`src/common/sfspi_defs.svh`:
```
// Constants of the serial flash front end: status fields, commands, timing.
`ifndef SFSPI_DEFS_SVH
`define SFSPI_DEFS_SVH

// ****************************************
// Status byte layout and reset values
// ****************************************
`define SFSPI_SR_BUSY        0
`define SFSPI_SR_WEL         1
`define SFSPI_SR_BP_LSB      2
`define SFSPI_SR_AAI         6
`define SFSPI_SR_LOCK        7
`define SFSPI_BP_RST         4'h7
`define SFSPI_LOCK_RST       1'h0

// ****************************************
// Command codes
// ****************************************
`define SFSPI_CMD_STATUS_WRITE 8'h01
`define SFSPI_CMD_STATUS_READ  8'h05

// ****************************************
// Erase granule address widths
// ****************************************
`define SFSPI_SECTOR_BITS    12
`define SFSPI_BLK32_BITS     15
`define SFSPI_BLK64_BITS     16

// ****************************************
// Timing
// ****************************************
`define SFSPI_MCLK_KHZ       20000
`define SFSPI_CHIP_ERASE_MS  35
`define SFSPI_SECT_ERASE_MS  18
`define SFSPI_BYTE_PROG_US   7
`define SFSPI_CHIP_ERASE_CYC (`SFSPI_CHIP_ERASE_MS * `SFSPI_MCLK_KHZ)
`define SFSPI_SECT_ERASE_CYC (`SFSPI_SECT_ERASE_MS * `SFSPI_MCLK_KHZ)
`define SFSPI_BYTE_PROG_CYC  ((`SFSPI_BYTE_PROG_US * `SFSPI_MCLK_KHZ) / 1000)

`endif

```
`src/common/sfspi_pkg.sv`:
```
// Types shared by the serial flash front end.
package sfspi_pkg;

    typedef struct packed {
        logic cs_n;
        logic sck;
        logic si;
        logic hold_n;
        logic wp_n;
    } sfspi_pins_t;

    typedef enum logic [2:0] {
        OP_BYTE   = 3'b000,
        OP_SECTOR = 3'b001,
        OP_BLK32  = 3'b010,
        OP_BLK64  = 3'b011,
        OP_CHIP   = 3'b100
    } sfspi_op_t;

    typedef enum logic [1:0] {
        ST_IDLE   = 2'b00,
        ST_ACTIVE = 2'b01,
        ST_PAUSED = 2'b10
    } sfspi_state_t;

endpackage : sfspi_pkg

```
`src/rtl/sfspi_fifo.sv`:
```
// Receive byte FIFO with registered output stage.
module sfspi_fifo #(
    parameter int WIDTH = 8,
    parameter int DEPTH = 16
) (
    input  wire logic             mclk,
    input  wire logic             rst_b,
    input  wire logic             in_valid,
    output logic                  in_ready,
    input  wire logic [WIDTH-1:0] in_data,
    output logic                  out_valid,
    input  wire logic             out_ready,
    output logic      [WIDTH-1:0] out_data
);
    localparam int AW = $clog2(DEPTH);

    logic [WIDTH-1:0] mem_q [DEPTH];
    logic [AW-1:0]    wr_q, wr_d, rd_q, rd_d;
    logic [AW:0]      cnt_q, cnt_d;
    logic             ov_q, ov_d;
    logic [WIDTH-1:0] od_q, od_d;
    logic             push, pop;

    always_comb
    begin
        push = in_valid && (cnt_q != (AW+1)'(DEPTH));
        // Refill the output register whenever it is empty or being taken
        pop  = (cnt_q != '0) && (!ov_q || out_ready);
        wr_d = push ? wr_q + 1'b1 : wr_q;
        rd_d = pop ? rd_q + 1'b1 : rd_q;
        cnt_d = cnt_q + (AW+1)'(push) - (AW+1)'(pop);
        ov_d = pop ? 1'b1 : (out_ready ? 1'b0 : ov_q);
        od_d = pop ? mem_q[rd_q] : od_q;
    end

    always_ff @(posedge mclk or negedge rst_b)
    begin
        if (!rst_b)
        begin
            wr_q     <= '0;
            rd_q     <= '0;
            cnt_q    <= '0;
            ov_q     <= 1'b0;
            od_q     <= '0;
            in_ready <= 1'b1;
        end
        else
        begin
            wr_q     <= wr_d;
            rd_q     <= rd_d;
            cnt_q    <= cnt_d;
            ov_q     <= ov_d;
            od_q     <= od_d;
            in_ready <= cnt_d != (AW+1)'(DEPTH);
        end
    end

    always_ff @(posedge mclk)
    begin
        if (push)
            mem_q[wr_q] <= in_data;
    end

    assign out_valid = ov_q;
    assign out_data  = od_q;

endmodule : sfspi_fifo

```
`src/rtl/sfspi_front_end.sv`:
```
// Serial flash front end: pin sampling, byte framing, status byte and busy timer.
`include "sfspi_defs.svh"
module sfspi_front_end #(
    parameter int CHIP_ERASE_CYC = `SFSPI_CHIP_ERASE_CYC,
    parameter int SECT_ERASE_CYC = `SFSPI_SECT_ERASE_CYC
) (
    input  wire logic                mclk,
    input  wire logic                rst_b,
    input  wire logic                cs_n,
    input  wire logic                sck,
    input  wire logic                si,
    input  wire logic                hold_n,
    input  wire logic                wp_n,
    output logic                     so_q,
    output logic                     so_oe_q,
    input  wire logic [7:0]          tx_byte,
    input  wire logic                auto_increment_program,
    input  wire logic                op_start,
    input  wire sfspi_pkg::sfspi_op_t op_kind,
    input  wire logic [23:0]         op_addr,
    output logic [23:0]              op_base_q,
    output logic                     busy_q,
    output logic [7:0]               status_q,
    output logic                     selected_q,
    output logic                     paused_q,
    output logic                     refused_q,
    output logic                     overrun_q,
    output logic                     rx_valid,
    input  wire logic                rx_ready,
    output logic [7:0]               rx_data
);
    localparam int BYTE_CYC = `SFSPI_BYTE_PROG_CYC;

    // ****************************************
    // Pin synchronisers and clock edges
    // ****************************************
    sfspi_pkg::sfspi_pins_t pins_s1_q, pins_s2_q, pins_in;
    logic                   sck_prev_q;
    logic                   sck_rise, sck_fall;

    assign pins_in  = '{cs_n: cs_n, sck: sck, si: si, hold_n: hold_n, wp_n: wp_n};
    // Rising and falling are both found on the second stage; only mode 3 has a fall before the first rise to put out the first bit
    assign sck_rise = pins_s2_q.sck && !sck_prev_q;
    assign sck_fall = !pins_s2_q.sck && sck_prev_q;

    // ****************************************
    // Framing state
    // ****************************************
    sfspi_pkg::sfspi_state_t state_q, state_d;
    logic [2:0]  bit_q, bit_d;
    logic [6:0]  sh_q, sh_d;
    logic [7:0]  cmd_q, cmd_d;
    logic [1:0]  idx_q, idx_d;
    logic [7:0]  tx_q, tx_d;
    logic        so_d, so_oe_d;
    logic [3:0]  bp_q, bp_d;
    logic        lock_q, lock_d;
    logic        refused_d;
    logic        push_q, push_d;
    logic [7:0]  push_data_q, push_data_d;
    logic        overrun_d;
    logic        fifo_ready;
    logic [7:0]  rx_byte;
    logic [7:0]  status_d;

    // ****************************************
    // Busy timer state
    // ****************************************
    logic        busy_d;
    logic [19:0] timer_q, timer_d;
    logic [23:0] base_d;

    assign rx_byte = {sh_q, pins_s2_q.si};

    always_comb
    begin
        state_d     = state_q;
        bit_d       = bit_q;
        sh_d        = sh_q;
        cmd_d       = cmd_q;
        idx_d       = idx_q;
        tx_d        = tx_q;
        so_d        = so_q;
        so_oe_d     = so_oe_q;
        bp_d        = bp_q;
        lock_d      = lock_q;
        refused_d   = 1'b0;
        push_d      = 1'b0;
        push_data_d = push_data_q;
        overrun_d   = overrun_q;
        if (pins_s2_q.cs_n)
        begin
            // Deselect clears framing even mid-hold
            state_d = sfspi_pkg::ST_IDLE;
            so_oe_d = 1'b0;
            bit_d   = 3'h0;
            idx_d   = 2'h0;
        end
        else
        begin
            unique case (state_q)
                sfspi_pkg::ST_IDLE:
                begin
                    state_d   = sfspi_pkg::ST_ACTIVE;
                    overrun_d = 1'b0;
                    tx_d      = tx_byte;
                end
                sfspi_pkg::ST_ACTIVE:
                begin
                    if (!pins_s2_q.sck && !pins_s2_q.hold_n)
                    begin
                        state_d = sfspi_pkg::ST_PAUSED;
                        so_oe_d = 1'b0;
                    end
                    else if (sck_rise)
                    begin
                        sh_d  = rx_byte[6:0];
                        bit_d = bit_q + 3'h1;
                        if (bit_q == 3'h7)
                        begin
                            push_d      = 1'b1;
                            push_data_d = rx_byte;
                            idx_d       = (idx_q == 2'h2) ? idx_q : idx_q + 2'h1;
                            tx_d        = tx_byte;
                            if (idx_q == 2'h0)
                                cmd_d = rx_byte;
                            if ((idx_q == 2'h0 && rx_byte == `SFSPI_CMD_STATUS_READ) ||
                                (idx_q != 2'h0 && cmd_q == `SFSPI_CMD_STATUS_READ))
                                tx_d = status_q;
                            if (idx_q == 2'h1 && cmd_q == `SFSPI_CMD_STATUS_WRITE)
                            begin
                                if (!pins_s2_q.wp_n && lock_q)
                                    refused_d = 1'b1;
                                else
                                begin
                                    bp_d   = rx_byte[`SFSPI_SR_BP_LSB +: 4];
                                    lock_d = rx_byte[`SFSPI_SR_LOCK];
                                end
                            end
                        end
                    end
                    else if (sck_fall)
                    begin
                        so_oe_d = 1'b1;
                        if (auto_increment_program)
                            so_d = !busy_q;
                        else
                        begin
                            so_d = tx_q[7];
                            tx_d = {tx_q[6:0], 1'b0};
                        end
                    end
                end
                sfspi_pkg::ST_PAUSED:
                begin
                    // Clock and data are ignored here; output comes back at the next falling edge
                    if (!pins_s2_q.sck && pins_s2_q.hold_n)
                        state_d = sfspi_pkg::ST_ACTIVE;
                end
                default:
                begin
                    state_d = sfspi_pkg::ST_IDLE;
                end
            endcase
        end
        // A byte that finds the FIFO full is dropped and flagged; set wins over the frame-start clear
        if (push_q && !fifo_ready)
            overrun_d = 1'b1;
    end

    // Erase bases are aligned to their granule; a busy device ignores new starts
    always_comb
    begin
        busy_d  = busy_q;
        timer_d = timer_q;
        base_d  = op_base_q;
        if (!busy_q && op_start)
        begin
            busy_d = 1'b1;
            unique case (op_kind)
                sfspi_pkg::OP_BYTE:
                begin
                    timer_d = 20'(BYTE_CYC - 1);
                    base_d  = op_addr;
                end
                sfspi_pkg::OP_SECTOR:
                begin
                    timer_d = 20'(SECT_ERASE_CYC - 1);
                    base_d  = {op_addr[23:`SFSPI_SECTOR_BITS], `SFSPI_SECTOR_BITS'(0)};
                end
                sfspi_pkg::OP_BLK32:
                begin
                    timer_d = 20'(SECT_ERASE_CYC - 1);
                    base_d  = {op_addr[23:`SFSPI_BLK32_BITS], `SFSPI_BLK32_BITS'(0)};
                end
                sfspi_pkg::OP_BLK64:
                begin
                    timer_d = 20'(SECT_ERASE_CYC - 1);
                    base_d  = {op_addr[23:`SFSPI_BLK64_BITS], `SFSPI_BLK64_BITS'(0)};
                end
                sfspi_pkg::OP_CHIP:
                begin
                    timer_d = 20'(CHIP_ERASE_CYC - 1);
                    base_d  = 24'h000000;
                end
                default:
                begin
                    busy_d = 1'b0;
                end
            endcase
        end
        else if (busy_q)
        begin
            if (timer_q == 20'h00000)
                busy_d = 1'b0;
            else
                timer_d = timer_q - 20'h00001;
        end
        status_d = {lock_d, auto_increment_program, bp_d, 1'b0, busy_d};
    end

    always_ff @(posedge mclk or negedge rst_b)
    begin
        if (!rst_b)
        begin
            pins_s1_q   <= '{cs_n: 1'b1, sck: 1'b0, si: 1'b0, hold_n: 1'b1, wp_n: 1'b1};
            pins_s2_q   <= '{cs_n: 1'b1, sck: 1'b0, si: 1'b0, hold_n: 1'b1, wp_n: 1'b1};
            sck_prev_q  <= 1'b0;
            state_q     <= sfspi_pkg::ST_IDLE;
            bit_q       <= 3'h0;
            sh_q        <= 7'h00;
            cmd_q       <= 8'h00;
            idx_q       <= 2'h0;
            tx_q        <= 8'h00;
            so_q        <= 1'b0;
            so_oe_q     <= 1'b0;
            bp_q        <= `SFSPI_BP_RST;
            lock_q      <= `SFSPI_LOCK_RST;
            refused_q   <= 1'b0;
            push_q      <= 1'b0;
            push_data_q <= 8'h00;
            overrun_q   <= 1'b0;
            busy_q      <= 1'b0;
            timer_q     <= 20'h00000;
            op_base_q   <= 24'h000000;
            status_q    <= {`SFSPI_LOCK_RST, 1'b0, `SFSPI_BP_RST, 2'b00};
            selected_q  <= 1'b0;
            paused_q    <= 1'b0;
        end
        else
        begin
            pins_s1_q   <= pins_in;
            pins_s2_q   <= pins_s1_q;
            sck_prev_q  <= pins_s2_q.sck;
            state_q     <= state_d;
            bit_q       <= bit_d;
            sh_q        <= sh_d;
            cmd_q       <= cmd_d;
            idx_q       <= idx_d;
            tx_q        <= tx_d;
            so_q        <= so_d;
            so_oe_q     <= so_oe_d;
            bp_q        <= bp_d;
            lock_q      <= lock_d;
            refused_q   <= refused_d;
            push_q      <= push_d;
            push_data_q <= push_data_d;
            overrun_q   <= overrun_d;
            busy_q      <= busy_d;
            timer_q     <= timer_d;
            op_base_q   <= base_d;
            status_q    <= status_d;
            selected_q  <= state_d != sfspi_pkg::ST_IDLE;
            paused_q    <= state_d == sfspi_pkg::ST_PAUSED;
        end
    end

    // ****************************************
    // Receive byte FIFO
    // ****************************************
    sfspi_fifo #(
        .WIDTH (8),
        .DEPTH (16)
    ) u_rx_fifo (
        .mclk      (mclk),
        .rst_b     (rst_b),
        .in_valid  (push_q),
        .in_ready  (fifo_ready),
        .in_data   (push_data_q),
        .out_valid (rx_valid),
        .out_ready (rx_ready),
        .out_data  (rx_data)
    );

endmodule : sfspi_front_end

```
`config.mk`:
```
export PLATFORM = sky130hd
export DESIGN_NAME = sfspi_front_end
export DESIGN_NICKNAME = d
export VERILOG_FILES = /design/src/common/sfspi_pkg.sv /design/src/rtl/sfspi_fifo.sv /design/src/rtl/sfspi_front_end.sv
export VERILOG_INCLUDE_DIRS = /design/src /design/src/common
export SDC_FILE = /design/constraint.sdc
export NUM_CORES = 1
export LEC_CHECK = 0
export BUFFER_PORTS_ARGS = -buffer_cell sky130_fd_sc_hd__buf_2
export CORE_MARGIN = 2
export CORE_UTILIZATION = 60
export CTS_BUF_LIST = sky130_fd_sc_hd__clkbuf_8
export DETAILED_ROUTE_END_ITERATION = 7
export PLACE_DENSITY_LB_ADDON = 0.05
export SETUP_SLACK_MARGIN = 0.1
export SYNTH_ARGS = -nofsm -noshare
export SYNTH_HDL_FRONTEND = slang
export SYNTH_SLANG_ARGS = --single-unit
```
`constraint.sdc`:
```
create_clock -name mclk -period 3.05 [get_ports mclk]
set_input_delay 0.1525 -clock mclk [delete_from_list [all_inputs] [get_ports mclk]]
set_output_delay 0.1525 -clock mclk [all_outputs]
set_load 0.02 [all_outputs]
```
==> run summary, run 1 <==
==================================================================================================
DRT met1 WL                                                                                9560 µm
Pre-CTS setup slack                                                                       0.239 ns
Top Metal Used                                                                                met4
Final min period                                                                           2.75 ns
Period utilisation layout                                                                    90.0%
Power per Cell Area                                                                     658 mW/mm²
Number of H-tree branching levels                                                                2
Critical path launch point type                                                          flip-flop
Share of cells above drive strength 1                                                        25.1%
Design internal power                                                                      6.03 mW
Worst skew pair latency                                                                    0.54 ns
Grt ovf                                                                                          0
Unrepaired setup endpoints after global routing                                                 no
Top FF cell, synth                                                                        edfxtp_1
Number of rows created at floorplan                                                             48
Max FO, Critical Path                                                                            2
Die Wd                                                                                      137 µm
Critical path start-end classification                                                     reg2reg
Antenna Diode Count                                                                              0
Synth cell types                                                                                71
Number of synthesized register bits                                                            258
Area Overhead vs Synth                                                                       18.4%
Worst-Margin Slew                                                                         0.978 ns
Port Buf Inserts                                                                                91
1st-iter DRT viols                                                                             483
DR pass1 iterations                                                                              5
Detailed Route WL                                                                         22200 µm
Number of buffers on the longest clock path                                                      3
Worst setup slack after layout                                                            0.304 ns
Post-Synthesis Cell Area                                                                0.0107 mm²
Setup Viol. Count Final                                                                          0
Detailed-routed wire length on met3                                                        1080 µm
Die height                                                                                  137 µm
Sw power                                                                                   2.29 mW
Part of the total power dissipated in the clock network                                      33.0%
Combinational share of power                                                                 17.3%
Via density per instance                                                                      5.85
Overall via count from detail_route                                                           6587
Via count of the first global-routing pass                                                    6863
Commonest cells after routing, fill and taps aside                                    edfxtp_1, dfrtp_1, buf_2, clkbuf_8, dlygate4sd3_1
Core Area                                                                               0.0174 mm²
Antenna Violating Nets Remaining                                                                 0
Fraction of post-synthesis cell area in the top cell type by area                            36.0%
Wire per inst                                                                              19.7 µm
Weighted congestion at the end of routability-driven global placement                        0.895
Yosys top cell by area                                                                    edfxtp_1
Worst min-delay path class                                                                  in2reg
Worst Path Arrival                                                                         3.20 ns
Worst clock skew                                                                         0.0195 ns
Yosys synthesis warning count                                                                    0
CP Data Required Time                                                                      3.50 ns
Number of nets in the final layout                                                             935
Starting utilization of the core area                                                        61.5%
Initial antenna violation count                                                                  0
Aggregate global-route resource usage                                                        24.6%
FMAX                                                                                     0.364 GHz
Instance count of the mapped netlist                                                           707
Most common library cell in the layout ignoring fill and taps                             edfxtp_1
Portion of the post-synthesis area used by sequential elements                               66.5%
Sequential group share of total power                                                        49.7%
PnR Total Power                                                                            8.32 mW
Root Buffer Master                                                                        clkbuf_8
Mapped Nets                                                                                    772
Number of pins with negative max-slew slack in the final report                                  0
Final Hold Viols                                                                                 0
Maximum number of pins on one net before global-route repair                                    86
Global-route wire length before repair                                                    35200 µm
Status                                                                                finished clean
Met2 Wirelength                                                                           11200 µm
FFs w/ async S/R, synth                                                                      50.4%
Die ar.                                                                                 0.0189 mm²
Count of clock tree sinks                                                                      258
Maximum ir drop on the vdd rail                                                           0.645 mV
Number of buffers inserted during clock tree synthesis                                          40
Max-Cap Viols                                                                                    0
Area contributors post-synth                                                          edfxtp_1, dfrtp_1, mux4_2
CTS tree                                                                                     built
Post-Route Hold Slack                                                                    0.0428 ns
Remaining max-slew budget at the tightest pin                                                34.3%
Setup TNS                                                                                     0 ns
Switching power share of the total                                                           27.5%
EDFF count, synth                                                                              128
Post-detail-place hpwl                                                                    14500 µm
Clock transition time at the flip-flop clock pins of the worst setup and hold paths        0.06 ns
Number of top-level pins                                                                        93
DRC viols                                                                                        0
Leakage power                                                                              5.08 nW
Average cell area after synthesis                                                         15.1 µm²
Kind of capture point of the worst setup path                                            flip-flop
==================================================================================================
==> final timing paths <==
check                                    from                     to  slack [ns]  cells past startpoint
max in group asynchronous               rst_b           pins_s2_q[1]        1.93                      3
hold reg to reg                  pins_s1_q[0]           pins_s2_q[0]        0.35                      0
hold / removal                     op_kind[0]             timer_q[5]        0.04                      3
setup reg to reg           u_rx_fifo.cnt_q[3]     u_rx_fifo.in_ready        0.30                     14
setup / recovery           u_rx_fifo.cnt_q[3]     u_rx_fifo.in_ready        0.30                     14
min in group asynchronous               rst_b  u_rx_fifo.out_data[5]        0.22                      2
==> stage by stage <==
stage | util, % | cells | area [µm²]
6_report | 72.9 | 1126 | 12600
3_5_place_dp | 65.9 | 1011 | 11400
4_1_cts | 72.8 | 1126 | 12600
5_1_grt | 72.9 | 1126 | 12600
2_1_floorplan | - | 707 | 10700
3_3_place_gp | 65.9 | 1011 | 11400
==> critical path, stage by stage, from the launching register on <==
cell,delay (ns)
dfrtp_1,0.40
inv_1,0.09
ha_1,0.18
nor4b_2,0.29
a21o_1,0.15
inv_2,0.04
ha_1,0.26
inv_1,0.04
ha_1,0.22
fa_1,0.45
a21oi_1,0.16
nor2_1,0.06
nor2_1,0.11
xnor2_1,0.15
nand2_1,0.07
==> layer usage <==
metal / vias up / GRT usage (%)
met5: - / 0
met3: 39 / 4.19
met1: 3310 / 33.4
li1: 3033 / -
met2: 205 / 41.0
met4: 0 / 8.08
==> power by group through the flow <==
| stage | clock (mW) | sequential [mW] | combinational, mW |
|---|---|---|---|
| 3_5_place_dp | 0 | 4.20 | 1.41 |
| 6_report | 2.75 | 4.14 | 1.44 |
| 2_1_floorplan | 0 | 4.15 | 1.01 |
| 5_1_grt | 2.96 | 4.17 | 1.59 |
| 4_1_cts | 2.81 | 4.13 | 1.45 |
| 3_3_place_gp | 0 | 4.17 | 1.35 |
==> flip-flops by register name, summed over array words and instances (netlist names), 5 cells and up <==
| signal | flops |
|---|---|
| cmd_q | 8 |
| op_base_q | 24 |
| pins_s1_q | 5 |
| pins_s2_q | 5 |
| push_data_q | 8 |
| sh_q | 7 |
| timer_q | 20 |
| tx_q | 8 |
| u_rx_fifo.cnt_q | 5 |
| u_rx_fifo.mem_q | 128 |
| u_rx_fifo.out_data | 8 |
==> repair_timing <==
| item | CTS | global route |
|---|---|---|
| setup endpoints to repair | 0 | 1 |
| hold endpoints to repair | 120 | 0 |
| hold buffers | 42 | 0 |
| gates resized for setup | 0 | 1 |
| buffers inserted | 0 | 0 |
==> area by class of cell <==
| type | instances | area (µm²) |
|---|---|---|
| flip-flops and latches | 258 | 7110 |
| clock inverters | 23 | 100 |
| multi-input cells | 398 | 3360 |
| clock buffers | 50 | 688 |
| fillers | 1105 | 4710 |
| well taps | 225 | 282 |
| inverters | 22 | 82.6 |
| repair buffers | 150 | 1020 |
==> cell usage after synthesis (4+ instances only) <==
| cell type | count |
|---|---|
| a21o_1 | 12 |
| a21oi_1 | 17 |
| a22o_1 | 20 |
| a22oi_1 | 9 |
| a31oi_1 | 9 |
| and2_1 | 16 |
| and3_1 | 5 |
| buf_2 | 5 |
| clkbuf_1 | 17 |
| dfrtp_1 | 120 |
| dfstp_2 | 10 |
| edfxtp_1 | 128 |
| ha_1 | 19 |
| inv_1 | 18 |
| inv_2 | 4 |
| mux2_1 | 24 |
| mux2_2 | 4 |
| mux2i_1 | 19 |
| mux4_2 | 32 |
| nand2_1 | 39 |
| nand2b_1 | 7 |
| nand3_1 | 8 |
| nor2_1 | 38 |
| nor3_1 | 12 |
| nor3b_1 | 4 |
| nor4_1 | 9 |
| o21ai_0 | 7 |
| o21ai_1 | 9 |
| o22ai_1 | 12 |
| xnor2_1 | 11 |
==> cell families (layout without fill, tap and decap cells) <==
| family | Yosys count | count (layout) | share of synthesized area, % |
|---|---|---|---|
| AOI/OAI and AO/OA | 125 | 125 | 8.46 |
| xor gates and xnor gates | 13 | 13 | 1.07 |
| adders and majority gates | 20 | 20 | 2.41 |
| buffers and inverters | 51 | 245 | 2.03 |
| DFF | 258 | 258 | 66.5 |
| muxes | 79 | 79 | 11.5 |
| other | 1 | 1 | 0.0351 |
| and+or+nand+nor | 160 | 160 | 7.98 |
Note: power is estimated with default switching activity, not from simulation.
==> run 2, diff against run 1 <==
Settings changed: ABC_AREA from default to 1, SKIP_CTS_REPAIR_TIMING from default to 1, SYNTH_HIERARCHICAL from default to 1.
==> run 2 against run 1 <==
Setup slack improved by 0.34 ns. Critical path depth stayed put. Cell area grew 7.4%. First-iteration DRC count up 31%. Clock power decreased by 3%. Critical endpoint is now u_rx_fifo/in_ready. Largest power group unchanged. Highest routed layer unchanged.
==> run summary, run 2 <==
==================================================================================================
Status                                                                                finished clean
Sw power                                                                                   2.93 mW
Via density per instance                                                                      5.12
Synth cell types                                                                                42
Kind of capture point of the worst setup path                                            flip-flop
Average cell area after synthesis                                                         9.30 µm²
Yosys top cell by area                                                                    edfxtp_1
Unrepaired setup endpoints after global routing                                                 no
Flip-flop count of the largest register, all copies and words added                            128
Number of H-tree branching levels                                                                2
CP max-delay cell                                                                             fa_1
Detailed Route WL                                                                         26100 µm
Share of the synthesized area in compound gates (AO/OA/AOI/OAI)                              5.10%
Leakage power                                                                              6.74 nW
Critical path start-end classification                                                     reg2reg
Biggest registers after layout                                                        u_rx_fifo/mem_q (128), op_base_q (24), timer_q (20)
CP Data Required Time                                                                      3.49 ns
Share of cells above drive strength 1                                                        13.9%
Yosys synthesis warning count                                                                    6
Setup TNS                                                                                     0 ns
Mapped Nets                                                                                   1335
Max FO, Critical Path                                                                            2
Most numerous cell types in the synthesized netlist                                   nand2_1, inv_1, nand3_1
Die ar.                                                                                 0.0208 mm²
Area of all placed cells without fillers                                                0.0136 mm²
Non-filler cells, final                                                                       1708
FMAX                                                                                     0.415 GHz
Sequential group share of total power                                                        44.4%
Weighted congestion at the end of routability-driven global placement                        0.834
FFs w/ async S/R, synth                                                                      50.4%
Die Wd                                                                                      144 µm
Top FF cell, synth                                                                        edfxtp_1
Instance count of the mapped netlist                                                          1269
DRC viols                                                                                        0
Worst min-delay path class                                                                  in2reg
Combinational share of power                                                                 25.4%
Xor/xnor cell area share of the yosys netlist                                               0.816%
CTS tree                                                                                     built
Most common library cell in the layout ignoring fill and taps                              nand2_1
Area contributors post-synth                                                          edfxtp_1, dfrtp_1, nand2_1
Placed insts                                                                                  1594
Fraction of post-synthesis cell area in the top cell type by area                            32.6%
Worst clock skew                                                                         0.0158 ns
Max-Cap Viols                                                                                    0
Count of clock tree sinks                                                                      258
Post-detail-place hpwl                                                                    16800 µm
Cell area reported after detailed placement                                             0.0124 mm²
Post-Synth Simple-Gate Area                                                                  22.8%
Switching power share of the total                                                           33.0%
Port Buf Inserts                                                                                91
Grt ovf                                                                                          0
Design internal power                                                                      5.94 mW
R2r setup slk                                                                              0.64 ns
Cell-by-cell listing of the critical path                                             inv_1 > ha_1 > nand4_1 > nand2_1 > inv_1 > ha_1 > inv_1 > ha_1 > inv_1 > fa_1 > o21ai_0 > a21oi_1 > xor2_1 > nand3_1
Remaining max-slew budget at the tightest pin                                                25.6%
Crit-path most repeated cell                                                                 inv_1
Maximum number of pins on one net before global-route repair                                   112
Critical path buffer and inverter count                                                          4
Post-Synthesis Cell Area                                                                0.0118 mm²
Fraction of the mapped netlist area in adder cells                                           2.29%
1st-iter DRT viols                                                                             633
Antenna Diode Count                                                                              0
Antenna Violating Nets Remaining                                                                 0
Final min period                                                                           2.41 ns
Die height                                                                                  144 µm
Aggregate global-route resource usage                                                        25.8%
Core Area                                                                               0.0194 mm²
Number of buffers on the longest clock path                                                      3
Number of nets in the final layout                                                            1479
CP delay by family, top                                                                adder cells
Global-route wire length before repair                                                    41600 µm
Worst-Margin Slew                                                                          1.11 ns
Share of cell area taken by muxes after synthesis                                           0.191%
Root Buffer Master                                                                        clkbuf_8
Number of top-level pins                                                                        93
EDFF count, synth                                                                              128
Worst skew pair latency                                                                    0.53 ns
Number of pins with negative max-slew slack in the final report                                  0
Largest Register                                                                      u_rx_fifo/mem_q
Number of synthesized register bits                                                            258
Starting utilization of the core area                                                        60.8%
Area Overhead vs Synth                                                                       15.1%
Power per Cell Area                                                                     653 mW/mm²
Setup Viol. Count Final                                                                          0
Top-count cell post-synth                                                                  nand2_1
Number of rows created at floorplan                                                             51
Part of the total power dissipated in the clock network                                      30.2%
Clock transition time at the flip-flop clock pins of the worst setup and hold paths        0.06 ns
Maximum ir drop on the vdd rail                                                           0.376 mV
Worst Path Arrival                                                                         2.85 ns
Portion of the post-synthesis area used by sequential elements                               60.2%
Overall via count from detail_route                                                           8744
Commonest cells after routing, fill and taps aside                                    nand2_1, inv_1, nand3_1, edfxtp_1, dfrtp_1
DR pass1 iterations                                                                              7
Final Hold Viols                                                                                 0
Stage delay of the slowest cell on the critical path                                       0.39 ns
Wire per inst                                                                              15.3 µm
Critical path launch point type                                                          flip-flop
Period utilisation layout                                                                    79.0%
Via count of the first global-routing pass                                                    8290
Initial antenna violation count                                                                  0
Number of buffers inserted during clock tree synthesis                                          41
Dominant combinational cell family by area after synthesis                            simple AND/OR/NAND/NOR gates
==================================================================================================
## run 2: changes by cell type after synthesis, sizes merged, moves of 32 or more
cell and change:
inv +174, mux4 -32, nand2 +329, nand3 +154
nor2 +54, o21ai +44
## run 2: area by class of cell
type	instances	area, µm²
repair buffers	145	970
multi-input cells	769	3680
clock buffers	46	633
well taps	265	332
fillers	1519	5810
inverters	198	746
flip-flops and latches	258	7110
clock inverters	27	113
## run 2: cell families (layout without fill, tap and decap cells)
| family | after synthesis | in the layout |
|---|---|---|
| simple gates | 636 | 636 |
| xor+xnor | 11 | 11 |
| other cells | 1 | 1 |
| flops | 258 | 258 |
| compound gates | 98 | 98 |
| fa+ha+maj | 21 | 21 |
| mux | 2 | 2 |
| buf+inv | 242 | 416 |
## run 2: path summary, 6_finish.rpt
path	from	to	depth (start not counted)
setup / recovery	u_rx_fifo/cnt_q[3]	u_rx_fifo/in_ready	14
hold / removal	op_kind[1]	op_base_q[12]	4
setup reg to reg	u_rx_fifo/cnt_q[3]	u_rx_fifo/in_ready	14
hold reg to reg	pins_s1_q[2]	pins_s2_q[2]	0
max in group asynchronous	rst_b	u_rx_fifo/rd_q[0]	3
min in group asynchronous	rst_b	u_rx_fifo/cnt_q[4]	2
## run 2: per-layer routing
layer,vias to the layer above,part of all wire [%],GRT usage (%)
met3,55,5.4,4.77
met1,4081,44,35.6
li1,4343,-,-
met2,265,48,41.2
met5,-,0,0
met4,0,2.8,9.66
## run 2: power by group through the flow
stage	combinational [mW]	sequential [mW]	clock [mW]
final	2.25	3.94	2.68
after detailed placement	2.20	4.01	0
after global placement	2.18	4.00	0
after global routing	2.55	3.97	2.90
after CTS	2.21	3.94	2.73
after floorplan	1.59	4.06	0
## run 2: stage by stage
step	total power, mW	hold slack [ns]	util (%)	setup WS, ns
4_1_cts	8.88	-0.299	67.9	0.629
2_1_floorplan	5.65	-0.143	-	0.622
3_3_place_gp	6.18	0.258	64.1	0.686
3_5_place_dp	6.20	0.260	64.1	0.652
6_report	8.87	0.0130	70.0	0.641
5_1_grt	9.42	0.0145	70.0	0.453
## run 2: tightest hold or removal path, cell delays in order
cell and delay, ns:
buf_2 0.12, inv_1 0.07, nand3_1 0.07, o21ai_0 0.08
==> run 3, diff against run 2 <==
Settings changed: ABC_AREA 1 to 0, CORE_UTILIZATION 60 to 56.
Clock period 3.05 ns to 2 ns, I/O delays scaled along.
==> run 3 against run 2 <==
The flow now finishes with violations (negative setup slack). First-iteration DRC count shrank 26%. Synthesized cell count shrank 42%. Clock skew grew 0.0024 ns. Critical path depth shrank 1. Final cell count shrank 25%. Sequential power grew 60%. Register-to-register slack lost 1.5 ns.
==> run summary, run 3 <==
==================================================================================================
Die Wd                                                                                      144 µm
Detailed Route WL                                                                         24900 µm
Antenna Violating Nets Remaining                                                                 0
Worst-Margin Slew                                                                         0.735 ns
Port Buf Inserts                                                                                91
Number of buffers on the longest clock path                                                      3
Setup TNS                                                                                 -2.07 ns
FMAX                                                                                     0.346 GHz
EDFF count, synth                                                                              128
Pre-CTS setup slack                                                                      -0.939 ns
Die height                                                                                  144 µm
Yosys top cell by area                                                                    edfxtp_1
FF/Latch Area                                                                          0.00711 mm²
Post-detail-place hpwl                                                                    15800 µm
1st-iter DRT viols                                                                             468
Number of top-level pins                                                                        93
Number of H-tree branching levels                                                                2
Critical path start-end classification                                                     reg2reg
Commonest cells after routing, fill and taps aside                                    edfxtp_1, dfrtp_1, buf_2, buf_4, clkbuf_8
Initial antenna violation count                                                                  0
Portion of the post-synthesis area used by sequential elements                               64.7%
Worst Path Arrival                                                                         3.34 ns
Biggest registers after layout                                                        u_rx_fifo/mem_q (128), op_base_q (24), timer_q (20)
Power per Cell Area                                                                     974 mW/mm²
Number of rows created at floorplan                                                             51
Largest Register                                                                      u_rx_fifo/mem_q
Top FF cell, synth                                                                        edfxtp_1
Worst clock skew                                                                         0.0182 ns
Multi-input combinational cell area                                                    0.00401 mm²
Area Overhead vs Synth                                                                       30.3%
Via density per instance                                                                      5.73
Number of pins with negative max-slew slack in the final report                                  0
FFs w/ async S/R, synth                                                                      50.4%
Grt ovf                                                                                          0
CP Data Required Time                                                                      2.45 ns
Global-route wire length before repair                                                    36600 µm
Flip-flop count of the largest register, all copies and words added                            128
CP max-delay cell                                                                             fa_2
DRC viols                                                                                        0
Core Area                                                                               0.0193 mm²
PnR Total Power                                                                            14.0 mW
Post-Synthesis Cell Area                                                                0.0110 mm²
Yosys synthesis warning count                                                                    6
Period utilisation layout                                                                     144%
Max FO, Critical Path                                                                            2
Critical path launch point type                                                          flip-flop
Die ar.                                                                                 0.0208 mm²
Stage delay of the slowest cell on the critical path                                       0.51 ns
Worst min-delay path class                                                                in2async
Status                                                                                finished, violations left
Area of all placed cells without fillers                                                0.0143 mm²
Remaining max-slew budget at the tightest pin                                                50.6%
Max-Cap Viols                                                                                    0
Most common library cell in the layout ignoring fill and taps                             edfxtp_1
Critical path buffer and inverter count                                                          5
Kind of capture point of the worst setup path                                            flip-flop
Number of buffers inserted during clock tree synthesis                                          42
Final min period                                                                           2.89 ns
Area contributors post-synth                                                          edfxtp_1, dfrtp_1, mux4_1
Root Buffer Master                                                                        clkbuf_8
Top-count cell post-synth                                                                 edfxtp_1
Final Hold Viols                                                                                 0
Maximum number of pins on one net before global-route repair                                    55
Mapped Nets                                                                                    796
Aggregate global-route resource usage                                                        23.0%
Failing checks                                                                        negative setup slack
Overall via count from detail_route                                                           7290
Instance count of the mapped netlist                                                           730
Unrepaired setup endpoints after global routing                                                yes
Average cell area after synthesis                                                         15.1 µm²
DR pass1 iterations                                                                              5
Cell-by-cell listing of the critical path                                             inv_2 > ha_4 > nor4b_4 > a21o_1 > inv_4 > ha_4 > inv_2 > ha_4 > inv_2 > fa_2 > inv_1 > or3_1 > or4_1
Maximum ir drop on the vdd rail                                                           0.665 mV
Setup Viol. Count Final                                                                          8
Count of clock tree sinks                                                                      258
Synth cell types                                                                                79
CP delay by family, top                                                                adder cells
Clock transition time at the flip-flop clock pins of the worst setup and hold paths        0.06 ns
Wire per inst                                                                              19.6 µm
Number of synthesized register bits                                                            258
Weighted congestion at the end of routability-driven global placement                        0.802
Worst skew pair latency                                                                    0.54 ns
Fill cells                                                                                    1264
Cell area reported after detailed placement                                             0.0124 mm²
Share of cells above drive strength 1                                                        38.6%
Starting utilization of the core area                                                        56.9%
Leakage power                                                                              5.76 nW
Share of the core filled with cells                                                          74.1%
Worst setup slack after layout                                                           -0.889 ns
Antenna Diode Count                                                                              0
Most numerous cell types in the synthesized netlist                                   edfxtp_1, dfrtp_1, nand2_1
Via count of the first global-routing pass                                                    7047
CTS tree                                                                                     built
Number of nets in the final layout                                                            1041
Fraction of post-synthesis cell area in the top cell type by area                            35.0%
==================================================================================================
==> run 3: final cells by class <==
class	instances	share of cell area (%)
Sequential cell	258	49.6
Multi-Input combinational cell	406	28.0
Clock inverter	29	1.52
Clock buffer	48	4.61
Timing Repair Buffer	235	13.0
Inverter	32	0.891
Tap cell	265	2.31
==> run 3: logic make-up (layout without fill, tap and decap cells) <==
| kind of cell | Yosys count | after routing | share of synthesized area, % |
|---|---|---|---|
| other | 1 | 1 | 0.0341 |
| xor gates and xnor gates | 11 | 11 | 0.876 |
| AOI/OAI and AO/OA | 127 | 127 | 8.39 |
| and+or+nand+nor | 170 | 171 | 8.73 |
| muxes | 75 | 75 | 11.7 |
| adders and majority gates | 21 | 21 | 2.46 |
| buffers and inverters | 67 | 344 | 3.16 |
| DFF | 258 | 258 | 64.7 |
==> run 3: final timing paths <==
path | to | depth (start not counted) | start | slack, ns
worst max register to register | u_rx_fifo/in_ready | 13 | u_rx_fifo/cnt_q[2] | -0.89
worst max-delay path | u_rx_fifo/in_ready | 13 | u_rx_fifo/cnt_q[2] | -0.89
worst min-delay path | u_rx_fifo/out_data[6] | 2 | rst_b | 0.02
max in group asynchronous | pins_s1_q[0] | 3 | rst_b | 1.27
min in group mclk | timer_q[14] | 5 | op_start | 0.16
worst min register to register | pins_s2_q[0] | 0 | pins_s1_q[0] | 0.34
==> run 3: metal layers <==
layer / vias up / GRT usage (%) / part of all wire [%]
li1: 3298 / - / -
met1: 3701 / 30.8 / 41
met2: 232 / 38.7 / 52
met3: 59 / 3.94 / 4.6
met4: 0 / 7.53 / 2.6
met5: - / 0 / 0
==> run 3: through the flow <==
step / hold slack (ns) / cells
3_5_place_dp: 0.0162 / 1134
6_report: 0.0183 / 1273
5_1_grt: 0.0401 / 1273
4_1_cts: -0.573 / 1211
2_1_floorplan: -0.196 / 730
3_3_place_gp: 0.0127 / 1134
==> run 3: power breakdown <==
part	leakage, nW	total, mW	switching [mW]	internal [mW]
clock	0.511	4.65	2.03	2.61
sequential	2.59	6.29	0.356	5.93
combinational	2.66	3.03	1.51	1.52
total	5.76	14.0	3.90	10.1
